--- src/shared/pfci_cfg.svh ---
// Timing counts, command codes and address constants for the flash host
`ifndef PFCI_CFG_SVH
`define PFCI_CFG_SVH
`define PFCI_CMD_ERASE_SETUP 8'h20
`define PFCI_CMD_ERASE_EXEC 8'hD0
`define PFCI_CMD_PROG_SETUP 8'h10
`define PFCI_CMD_CHIP_ERASE 8'h30
`define PFCI_CMD_ABORT 8'hFF
`define PFCI_CMD_READ_ID 8'h90
`define PFCI_ID_MAKER_ADDR 19'h0_0000
`define PFCI_ID_DEVICE_ADDR 19'h0_0001
`define PFCI_LOCK_A0 19'h0_1823
`define PFCI_LOCK_A1 19'h0_1820
`define PFCI_LOCK_A2 19'h0_1822
`define PFCI_LOCK_A3 19'h0_0418
`define PFCI_LOCK_A4 19'h0_041B
`define PFCI_LOCK_A5 19'h0_0419
`define PFCI_UNLOCK_LAST 19'h0_041A
`define PFCI_LOCK_LAST 19'h0_040A
`define PFCI_SECTOR_LSB 8
`define PFCI_CLK_NS 50
`define PFCI_STROBE_NS 100
`define PFCI_SETUP_NS 50
`define PFCI_STROBE_CYC ((`PFCI_STROBE_NS + `PFCI_CLK_NS - 1) / `PFCI_CLK_NS)
`define PFCI_SETUP_CYC ((`PFCI_SETUP_NS + `PFCI_CLK_NS - 1) / `PFCI_CLK_NS)
`endif

--- src/shared/pfci_pkg.sv ---
// Types shared by the flash host controller
package pfci_pkg;
    typedef enum logic [2:0] {
        PFCI_OP_READ,
        PFCI_OP_PROGRAM,
        PFCI_OP_SECTOR_ERASE,
        PFCI_OP_CHIP_ERASE,
        PFCI_OP_ABORT,
        PFCI_OP_READ_ID,
        PFCI_OP_LOCK,
        PFCI_OP_UNLOCK
    } pfci_op_t;

    typedef struct packed {
        pfci_op_t op;
        logic [18:0] addr;
        logic [7:0] data;
    } pfci_req_t;

    typedef struct packed {
        logic cs_n;
        logic oe_n;
        logic we_n;
        logic [18:0] addr;
        logic [7:0] dout;
        logic dq_oe;
    } pfci_pins_t;
endpackage

--- src/hw/pfci_cycle.sv ---
// One strobe bus cycle (read or write) on the flash pins
`timescale 1ns/10ps
`include "pfci_cfg.svh"
module pfci_cycle (
    // Clock and reset
    input wire logic mclk_i,
    input wire logic rst_n_i,
    // Cycle request
    input wire logic start_i,
    input wire logic is_write_i,
    input wire logic [18:0] addr_i,
    input wire logic [7:0] data_i,
    input wire logic [7:0] dq_sync_i,
    output logic done_o,
    output logic [7:0] rdata_o,
    // Pins
    output pfci_pkg::pfci_pins_t pins_o
);
    import pfci_pkg::*;
    localparam int TOTAL = `PFCI_SETUP_CYC + `PFCI_STROBE_CYC + 1;
    logic [3:0] cnt_ff;
    logic busy_ff;
    logic wr_ff;

    // Phase counter: setup, strobe low, release
    always_ff @(posedge mclk_i or negedge rst_n_i) begin
        if (!rst_n_i) begin
            busy_ff <= 1'b0;
            cnt_ff <= 4'h0;
            wr_ff <= 1'b0;
        end else if (start_i && !busy_ff) begin
            busy_ff <= 1'b1;
            cnt_ff <= 4'h0;
            wr_ff <= is_write_i;
        end else if (busy_ff) begin
            cnt_ff <= cnt_ff + 4'h1;
            if (cnt_ff == 4'(TOTAL)) begin
                busy_ff <= 1'b0;
            end
        end
    end

    // Pin drive; address held valid through the whole cycle
    always_ff @(posedge mclk_i or negedge rst_n_i) begin
        if (!rst_n_i) begin
            pins_o <= '{cs_n: 1'b1, oe_n: 1'b1, we_n: 1'b1,
                        addr: 19'h0_0000, dout: 8'h00, dq_oe: 1'b0};
            done_o <= 1'b0;
            rdata_o <= 8'h00;
        end else begin
            done_o <= 1'b0;
            if (start_i && !busy_ff) begin
                // valid address level
                pins_o.addr <= addr_i;
                pins_o.dout <= data_i;
                pins_o.cs_n <= 1'b0;
                // oe high on write
                pins_o.oe_n <= 1'b1;
                pins_o.dq_oe <= is_write_i;
            end else if (busy_ff) begin
                if (cnt_ff == 4'(`PFCI_SETUP_CYC - 1)) begin
                    // R14 reads are real reads
                    if (wr_ff) pins_o.we_n <= 1'b0;
                    else pins_o.oe_n <= 1'b0;
                end
                if (cnt_ff == 4'(`PFCI_SETUP_CYC + `PFCI_STROBE_CYC - 1)) begin
                    // data held past rising edge
                    pins_o.we_n <= 1'b1;
                    pins_o.oe_n <= 1'b1;
                end
                if (cnt_ff == 4'(TOTAL - 1)) begin
                    pins_o.cs_n <= 1'b1;
                end
                if (cnt_ff == 4'(TOTAL)) begin
                    pins_o.dq_oe <= 1'b0;
                    done_o <= 1'b1;
                    // Synced data lags the pin by two edges, so this takes
                    // the pin as it stood while the output gate was low
                    if (!wr_ff) rdata_o <= dq_sync_i;
                end
            end
        end
    end
endmodule

--- src/hw/pfci_host.sv ---
// Host controller sequencing commands onto a byte-wide parallel flash
// Notes on behaviour
// Address bits 18..8 pick a 256 byte sector.
// Address bits 7..0 pick the byte within the sector.
// Device drives reads, takes write data and latches it.
// Device floats data when output gate or select is high; the model drives the inverted last byte instead.
// Device answers only with select low; otherwise standby.
// Output gate decides whether device drives data during reads.
// Each write is a write strobe pulse, select low, gate high.
// Sector erase: write 20H, then D0H at the sector address.
// Program: write 10H, then the byte at its full address.
// Chip erase: two writes of 30H; absent on one variant.
// Abort FFH and identify 90H work even when locked.
// Locked device refuses erase and program sequences.
// After identify, addresses 0 and 1 give maker and device.
// Lock set and clear only by seven consecutive reads.
// Identify also reachable by raised address bit 9.
// Both identify methods give the same codes.
// Cycles are reads or writes; setup address merely valid.
// Unlock reads 1823,1820,1822,0418,041B,0419,041A in order.
// Lock uses the same reads ending at 040A.
// Device powers up in read mode and locked.
// Program address taken at later fall, data at earlier rise.
// Mismatched execute write cancels setup without array change.
`timescale 1ns/10ps
`include "pfci_cfg.svh"
module pfci_host #(
    parameter bit CHIP_ERASE_EN = 1'b1
) (
    // Clock and reset
    input wire logic mclk_i,
    input wire logic nrst_i,
    // Request port
    input wire pfci_pkg::pfci_req_t req_i,
    input wire logic req_valid_i,
    output logic req_ready_o,
    output logic done_o,
    output logic refused_o,
    output logic [7:0] rdata_o,
    output logic [7:0] id_maker_o,
    output logic [7:0] id_device_o,
    // Flash pins
    output logic cs_n_o,
    output logic oe_n_o,
    output logic we_n_o,
    output logic [18:0] addr_o,
    input wire logic [7:0] dq_i,
    output logic [7:0] dq_o,
    output logic dq_oe_o
);
    import pfci_pkg::*;

    typedef enum {
        PFCI_IDLE, PFCI_ISSUE, PFCI_WAIT, PFCI_DONE
    } pfci_state_t;

    logic rst_meta_ff, rst_n_ff;
    logic [7:0] dq_meta_ff, dq_sync_ff;
    pfci_state_t state_ff;
    pfci_req_t cur_ff;
    logic [2:0] step_ff;
    logic [2:0] last_step;
    logic cyc_start_ff;
    logic cyc_done;
    logic [7:0] cyc_rdata;
    pfci_pins_t pins;
    logic cyc_write;
    logic [18:0] cyc_addr;
    logic [7:0] cyc_data;

    // Reset release synchroniser
    always_ff @(posedge mclk_i or negedge nrst_i) begin
        if (!nrst_i) begin
            rst_meta_ff <= 1'b0;
            rst_n_ff <= 1'b0;
        end else begin
            rst_meta_ff <= 1'b1;
            rst_n_ff <= rst_meta_ff;
        end
    end

    // Data pins cross in through two flops
    always_ff @(posedge mclk_i or negedge rst_n_ff) begin
        if (!rst_n_ff) begin
            dq_meta_ff <= 8'h00;
            dq_sync_ff <= 8'h00;
        end else begin
            dq_meta_ff <= dq_i;
            dq_sync_ff <= dq_meta_ff;
        end
    end

    // Address of lock read number idx
    function automatic logic [18:0] lock_addr(input logic [2:0] idx,
                                              input logic set);
        case (idx)
            3'd0: lock_addr = `PFCI_LOCK_A0;
            3'd1: lock_addr = `PFCI_LOCK_A1;
            3'd2: lock_addr = `PFCI_LOCK_A2;
            3'd3: lock_addr = `PFCI_LOCK_A3;
            3'd4: lock_addr = `PFCI_LOCK_A4;
            3'd5: lock_addr = `PFCI_LOCK_A5;
            default: lock_addr = set ? `PFCI_LOCK_LAST : `PFCI_UNLOCK_LAST;
        endcase
    endfunction

    // Number of bus cycles in each operation, less one
    always_comb begin
        case (cur_ff.op)
            PFCI_OP_READ: last_step = 3'd0;
            PFCI_OP_ABORT: last_step = 3'd0;
            // identify then two id reads
            PFCI_OP_READ_ID: last_step = 3'd2;
            // seven consecutive reads
            PFCI_OP_LOCK: last_step = 3'd6;
            PFCI_OP_UNLOCK: last_step = 3'd6;
            default: last_step = 3'd1;
        endcase
    end

    // Cycle kind, address and data for the current step
    always_comb begin
        cyc_write = 1'b1;
        // setup address don't care
        cyc_addr = 19'h0_0000;
        cyc_data = 8'h00;
        case (cur_ff.op)
            PFCI_OP_READ: begin
                cyc_write = 1'b0;
                cyc_addr = cur_ff.addr;
            end
            PFCI_OP_PROGRAM: begin
                // setup then full address byte
                cyc_data = (step_ff == 3'd0) ? `PFCI_CMD_PROG_SETUP
                                             : cur_ff.data;
                if (step_ff != 3'd0) cyc_addr = cur_ff.addr;
            end
            PFCI_OP_SECTOR_ERASE: begin
                // erase at sector address
                cyc_data = (step_ff == 3'd0) ? `PFCI_CMD_ERASE_SETUP
                                             : `PFCI_CMD_ERASE_EXEC;
                // sector field, R2 byte bits zero
                if (step_ff != 3'd0) begin
                    cyc_addr = {cur_ff.addr[18:`PFCI_SECTOR_LSB], 8'h00};
                end
            end
            // two chip erase writes
            PFCI_OP_CHIP_ERASE: cyc_data = `PFCI_CMD_CHIP_ERASE;
            // single abort write
            PFCI_OP_ABORT: cyc_data = `PFCI_CMD_ABORT;
            PFCI_OP_READ_ID: begin
                if (step_ff == 3'd0) begin
                    cyc_data = `PFCI_CMD_READ_ID;
                end else begin
                    cyc_write = 1'b0;
                    cyc_addr = (step_ff == 3'd1) ? `PFCI_ID_MAKER_ADDR
                                                 : `PFCI_ID_DEVICE_ADDR;
                end
            end
            default: begin
                // lock address sequence
                cyc_write = 1'b0;
                cyc_addr = lock_addr(step_ff, cur_ff.op == PFCI_OP_LOCK);
            end
        endcase
    end

    // Operation sequencer
    always_ff @(posedge mclk_i or negedge rst_n_ff) begin
        if (!rst_n_ff) begin
            state_ff <= PFCI_IDLE;
            cur_ff <= '0;
            step_ff <= 3'd0;
            cyc_start_ff <= 1'b0;
            req_ready_o <= 1'b0;
            done_o <= 1'b0;
            refused_o <= 1'b0;
        end else begin
            cyc_start_ff <= 1'b0;
            done_o <= 1'b0;
            refused_o <= 1'b0;
            case (state_ff)
                PFCI_IDLE: begin
                    req_ready_o <= 1'b1;
                    if (req_valid_i && req_ready_o) begin
                        req_ready_o <= 1'b0;
                        cur_ff <= req_i;
                        step_ff <= 3'd0;
                        if (req_i.op == PFCI_OP_CHIP_ERASE &&
                            !CHIP_ERASE_EN) begin
                            // Refusal is flagged in the done state
                            state_ff <= PFCI_DONE;
                        end else begin
                            state_ff <= PFCI_ISSUE;
                        end
                    end
                end
                PFCI_ISSUE: begin
                    cyc_start_ff <= 1'b1;
                    state_ff <= PFCI_WAIT;
                end
                PFCI_WAIT: begin
                    if (cyc_done) begin
                        if (step_ff == last_step) begin
                            state_ff <= PFCI_DONE;
                        end else begin
                            step_ff <= step_ff + 3'd1;
                            state_ff <= PFCI_ISSUE;
                        end
                    end
                end
                default: begin
                    done_o <= 1'b1;
                    // refusal pulses together with done
                    refused_o <= !CHIP_ERASE_EN &&
                                 (cur_ff.op == PFCI_OP_CHIP_ERASE);
                    state_ff <= PFCI_IDLE;
                end
            endcase
        end
    end

    // Read data and identification capture
    always_ff @(posedge mclk_i or negedge rst_n_ff) begin
        if (!rst_n_ff) begin
            rdata_o <= 8'h00;
            id_maker_o <= 8'h00;
            id_device_o <= 8'h00;
        end else if (state_ff == PFCI_WAIT && cyc_done && !cyc_write) begin
            rdata_o <= cyc_rdata;
            if (cur_ff.op == PFCI_OP_READ_ID) begin
                if (step_ff == 3'd1) id_maker_o <= cyc_rdata;
                else id_device_o <= cyc_rdata;
            end
        end
    end

    // Registered pin outputs
    always_ff @(posedge mclk_i or negedge rst_n_ff) begin
        if (!rst_n_ff) begin
            cs_n_o <= 1'b1;
            oe_n_o <= 1'b1;
            we_n_o <= 1'b1;
            addr_o <= 19'h0_0000;
            dq_o <= 8'h00;
            dq_oe_o <= 1'b0;
        end else begin
            cs_n_o <= pins.cs_n;
            oe_n_o <= pins.oe_n;
            we_n_o <= pins.we_n;
            addr_o <= pins.addr;
            dq_o <= pins.dout;
            dq_oe_o <= pins.dq_oe;
        end
    end

    pfci_cycle u_cycle (
        .mclk_i(mclk_i),
        .rst_n_i(rst_n_ff),
        .start_i(cyc_start_ff),
        .is_write_i(cyc_write),
        .addr_i(cyc_addr),
        .data_i(cyc_data),
        .dq_sync_i(dq_sync_ff),
        .done_o(cyc_done),
        .rdata_o(cyc_rdata),
        .pins_o(pins)
    );
endmodule

--- config.mk ---
export PLATFORM = sky130hd
export DESIGN_NAME = pfci_host
export DESIGN_NICKNAME = d
export VERILOG_FILES = /design/src/shared/pfci_pkg.sv /design/src/hw/pfci_cycle.sv /design/src/hw/pfci_host.sv
export VERILOG_INCLUDE_DIRS = /design/src /design/src/shared
export SDC_FILE = /design/constraint.sdc
export NUM_CORES = 1
export LEC_CHECK = 0
export ABC_AREA = 1
export BUFFER_PORTS_ARGS = -buffer_cell sky130_fd_sc_hd__buf_2
export CAP_MARGIN = 25
export CORE_MARGIN = 3
export CORE_UTILIZATION = 56
export CTS_CLUSTER_DIAMETER = 200
export CTS_CLUSTER_SIZE = 14
export DETAILED_ROUTE_END_ITERATION = 12
export PLACE_DENSITY = 0.77
export SLEW_MARGIN = 10
export SYNTH_ARGS = -nofsm -noshare
export SYNTH_HDL_FRONTEND = slang
export SYNTH_SLANG_ARGS = --single-unit
export TNS_END_PERCENT = 5
--- constraint.sdc ---
create_clock -name mclk_i -period 8.3 [get_ports mclk_i]
set_clock_uncertainty 0.15 [all_clocks]
set_input_delay 0 -clock mclk_i [delete_from_list [all_inputs] [get_ports mclk_i]]
set_output_delay 0 -clock mclk_i [all_outputs]
set_load 0.1 [all_outputs]
==> qor.csv <==
metric,value,unit
run status,"complete, but fails checks",
violations in the final reports,hold timing,
clock tree from TritonCTS,yes,
kind of end point of the critical path,flop,
Cell variety after synth,35,
Yosys Warn Count,0,
ratio of final minimum period to clock period,27.95,%
number of antenna violations at the first check in global routing,0,
Synth Area in Adders,1.680,%
Max clock buf depth,2,
I/O pins,99,
Final Instance Count excl. Fillers,885,
root buf cell,sky130_fd_sc_hd__clkbuf_8,
depth of the worst hold-timing path,4,
post-layout minimum cycle time,2.320,ns
cell leakage power,4.093,nW
instance count after placement with tap cells included,801,
synthesized-area fraction occupied by and/or/nand/nor cells,21.86,%
area of the core,10320,um^2
origin of the worst min-delay path,req_valid_i,
terminating pin of the worst hold path,cur_ff[13]$_DFFE_PN0P_,
register area share after synthesis,66.06,%
number of nets in the finished design,784,
maximum number of pins on one net before global-route repair,79,
Row Count,37,
final sum of negative setup slack,0,ns
number of vias after detailed routing,4608,
number of design-rule violations left by the first detailed-router iteration,246,
P_int,1.276,mW
kind of start point of the critical path,flop,
actual transition at the worst max-transition pin,0.8287,ns
first-pass GRT wire length,21210,um
via count of the first global-routing pass,4458,
post-place instance area,6513,um^2
maximum frequency from static timing analysis,0.4310,GHz
routability congestion estimate from global placement,0.8172,
register-to-register setup slack,5.98,ns
Flop pwr share,48.0,%
area of the die,11910,um^2
width of the die,109.2,um
Layout Utilization,74.22,%
combinational family with the most area after synthesis,simple AND/OR/NAND/NOR gates,
largest vdd supply drop,0.1376,mV
combinational cell fraction of total power,4.2,%
CP Data Required Time,8.54,ns
CTS buffer count,17,
Total Routing Usage GR,23.44,%
layout overhead on the synthesized area,28.60,%
number of cells produced by synthesis,586,
TritonCTS Sinks,157,
Sw Ratio,21.45,%
TritonRoute pass-1 iters,5,
DRC,0,
clock share of power,47.8,%
worst-skew pair later-pin latency,0.52,ns
startpoint of the lowest-slack register-to-register path,step_ff[1]$_DFFE_PN0P_,
routed wire length,13140,um
cell area after technology mapping,5958,um^2
Die Span Y,109.2,um
max-slew headroom at the worst pin,44.69,%
Cell Pwr Density,212.0,nW/um^2
hold crit path type,input pin to flop,
count of final max-slew check failures,0,
final hold violations,5,
vias per inst,5.207,
Compound-Gate Fraction of Synth Area,5.586,%
maxcap violations,0,
Worst-path clk slew,0.06,ns
Setup Viol. Count Final,0,
peak fanout along the critical path,11,
post-synthesis mux area share,0,%
number of port buffers,97,
fraction of layout cells with a size suffix above 1,22.19,%
placed wire-length estimate,7883,um
initial cell density of the core,57.71,%
unrepaired setup endpoints after global routing,no,
Critical Path AT,2.56,ns
number of synthesized register bits,157,
Sw Pwr,0.3485,mW
mean area per synthesized cell,10.17,um^2
routed len/inst,14.84,um
Final ANT Viol Nets,0,
post-CTS resize count,0,
post-placement setup slack,5.665,ns
capture point of the worst reg-to-reg path,u_cycle.pins_o[21]$_DFFE_PN0P_,
depth of the worst register-to-register path,8,
overall power of the completed layout,1.625,mW
Synth Area in XOR/XNOR,0.1470,%
worst setup margin,5.980,ns
total non-filler cell area in the finished layout,7662,um^2
remaining global-route overflow,0,
"Net Count, Synth",635,
type of the worst setup path,flop to flop,
htree depth,4,
Fin Hold WS,-0.01119,ns
==> cells in the mapped netlist <==
master	count	area (um^2)
sky130_fd_sc_hd__clkbuf_1	5	18.77
sky130_fd_sc_hd__ha_1	8	100.1
sky130_fd_sc_hd__nand3b_1	1	7.510
sky130_fd_sc_hd__a22o_1	1	8.760
sky130_fd_sc_hd__buf_6	2	22.52
sky130_fd_sc_hd__inv_2	9	33.78
sky130_fd_sc_hd__a21oi_1	23	115.1
sky130_fd_sc_hd__dfrtp_1	151	3779
sky130_fd_sc_hd__buf_1	1	3.750
sky130_fd_sc_hd__nand3_1	29	145.1
sky130_fd_sc_hd__a211oi_1	1	7.510
sky130_fd_sc_hd__nor2_4	1	11.26
sky130_fd_sc_hd__nand2_2	5	31.28
sky130_fd_sc_hd__conb_1	2	7.510
sky130_fd_sc_hd__o221ai_1	1	8.760
sky130_fd_sc_hd__nor2_2	3	18.77
sky130_fd_sc_hd__nor2_8	2	40.04
sky130_fd_sc_hd__nand3_2	1	10.01
sky130_fd_sc_hd__inv_1	30	112.6
sky130_fd_sc_hd__a32o_1	1	10.01
sky130_fd_sc_hd__dfstp_2	6	157.7
sky130_fd_sc_hd__o21ai_1	12	60.06
sky130_fd_sc_hd__nand4_1	19	118.9
sky130_fd_sc_hd__nand2_1	195	732.0
sky130_fd_sc_hd__buf_2	6	30.03
sky130_fd_sc_hd__nor3_1	1	5.000
sky130_fd_sc_hd__buf_4	6	45.04
sky130_fd_sc_hd__clkinv_1	1	3.750
sky130_fd_sc_hd__o211ai_1	1	7.510
sky130_fd_sc_hd__nor2_1	34	127.6
sky130_fd_sc_hd__xor2_1	1	8.760
sky130_fd_sc_hd__nor3b_2	1	12.51
sky130_fd_sc_hd__nand3_4	1	17.52
sky130_fd_sc_hd__nand4_2	2	25.02
sky130_fd_sc_hd__o21ai_0	23	115.1
==> worst max path at each step <==
stage / endpoint / from / cells past startpoint / slack (ns)
after floorplan: addr_o[0]$_DFF_PN0_ / rst_n_ff$_DFF_PN0_ / 0 / 3.46
after global placement: cur_ff[29]$_DFFE_PN0P_ / state_ff[1]$_DFFE_PN0P_ / 4 / 5.81
after detailed placement: cur_ff[29]$_DFFE_PN0P_ / state_ff[0]$_DFFE_PN0P_ / 4 / 5.66
after CTS: cur_ff[5]$_DFFE_PN0P_ / state_ff[0]$_DFFE_PN0P_ / 5 / 5.60
after global routing: u_cycle.pins_o[14]$_DFFE_PN0P_ / step_ff[1]$_DFFE_PN0P_ / 8 / 5.81
final: u_cycle.pins_o[21]$_DFFE_PN0P_ / step_ff[1]$_DFFE_PN0P_ / 8 / 5.98
==> metal layers <==
layer	vias up	GRT usage, %	part of all wire, %
met5	-	0	0
met4	0	8.927	1.4
met3	17	4.973	5.4
met2	133	37.68	51
met1	2277	31.59	42
li1	2181	-	-
==> worst max-delay path: stages, from the launching register on <==
cell and delay [ns]:
sky130_fd_sc_hd__dfrtp_1 0.43, sky130_fd_sc_hd__inv_1 0.11, sky130_fd_sc_hd__ha_1 0.23, sky130_fd_sc_hd__nand2_1 0.34, sky130_fd_sc_hd__nand2_1 0.12, sky130_fd_sc_hd__nor2_1 0.16, sky130_fd_sc_hd__inv_1 0.07, sky130_fd_sc_hd__o21ai_0 0.40
sky130_fd_sc_hd__a21oi_1 0.15
==> cell usage in the layout, fill, tap and decap left out, types with 2 or more instances in the layout <==
cell type and n:
sky130_fd_sc_hd__nand2_1 195, sky130_fd_sc_hd__dfrtp_1 150, sky130_fd_sc_hd__buf_2 97, sky130_fd_sc_hd__dlygate4sd3_1 48
sky130_fd_sc_hd__nor2_1 34, sky130_fd_sc_hd__inv_1 30, sky130_fd_sc_hd__nand3_1 29, sky130_fd_sc_hd__o21ai_0 23
sky130_fd_sc_hd__a21oi_1 23, sky130_fd_sc_hd__nand4_1 19, sky130_fd_sc_hd__clkbuf_16 16, sky130_fd_sc_hd__o21ai_1 12
sky130_fd_sc_hd__inv_2 9, sky130_fd_sc_hd__ha_1 8, sky130_fd_sc_hd__dfstp_2 6, sky130_fd_sc_hd__nand2_2 5
sky130_fd_sc_hd__clkinv_4 5, sky130_fd_sc_hd__nor2_2 3, sky130_fd_sc_hd__clkbuf_8 3, sky130_fd_sc_hd__bufinv_16 3
sky130_fd_sc_hd__clkinvlp_4 3, sky130_fd_sc_hd__nor2_8 2, sky130_fd_sc_hd__nand4_2 2, sky130_fd_sc_hd__conb_1 2
sky130_fd_sc_hd__clkinv_2 2, sky130_fd_sc_hd__buf_4 2
==> power groups by stage <==
stage               logic (mW)  registers, mW  clock network (mW)
global placement        0.0406          0.799                   0
finish                  0.0675          0.780               0.777
global route            0.0735          0.780               0.823
CTS                     0.0584          0.786               0.787
detailed placement      0.0413          0.800                   0
floorplan              0.00581          0.816                   0
==> state kept, by name (all words and copies together) (netlist names), 2 cells and up <==
register         count
u_cycle.rdata_o      8
u_cycle.pins_o      31
u_cycle.cnt_ff       4
step_ff              3
id_device_o          8
addr_o              19
cur_ff              30
dq_o                 8
state_ff             2
id_maker_o           8
dq_sync_ff           8
dq_meta_ff           8
rdata_o              8
==> area by class of cell <==
class,instances,area (um^2)
Fill cell,660,2661
Antenna cell,1,2.502
Tap cell,136,170.2
Clock inverter,13,166.4
Timing Repair Buffer,150,1040
Multi-Input combinational cell,369,1752
Inverter,40,150.1
Sequential cell,157,3940
Clock buffer,19,441.7
==> cells by family (layout without fill, tap and decap cells) <==
family                   Yosys count  in the layout
AND/OR/NAND/NOR                  295            295
flip-flops                       157            157
AO/OA/AOI/OAI                     63             63
buffers and inverters             60            222
adder cells (fa/ha/maj)            8              8
other                              2              3
XOR/XNOR                           1              1
==> what timing repair did <==
| item | in CTS | in global routing |
|---|---|---|
| hold buffers | 48 | 0 |
| buffers inserted | 0 | 0 |
| hold endpoints to repair | 40 | 0 |
Power figures use the tool's default switching activity.
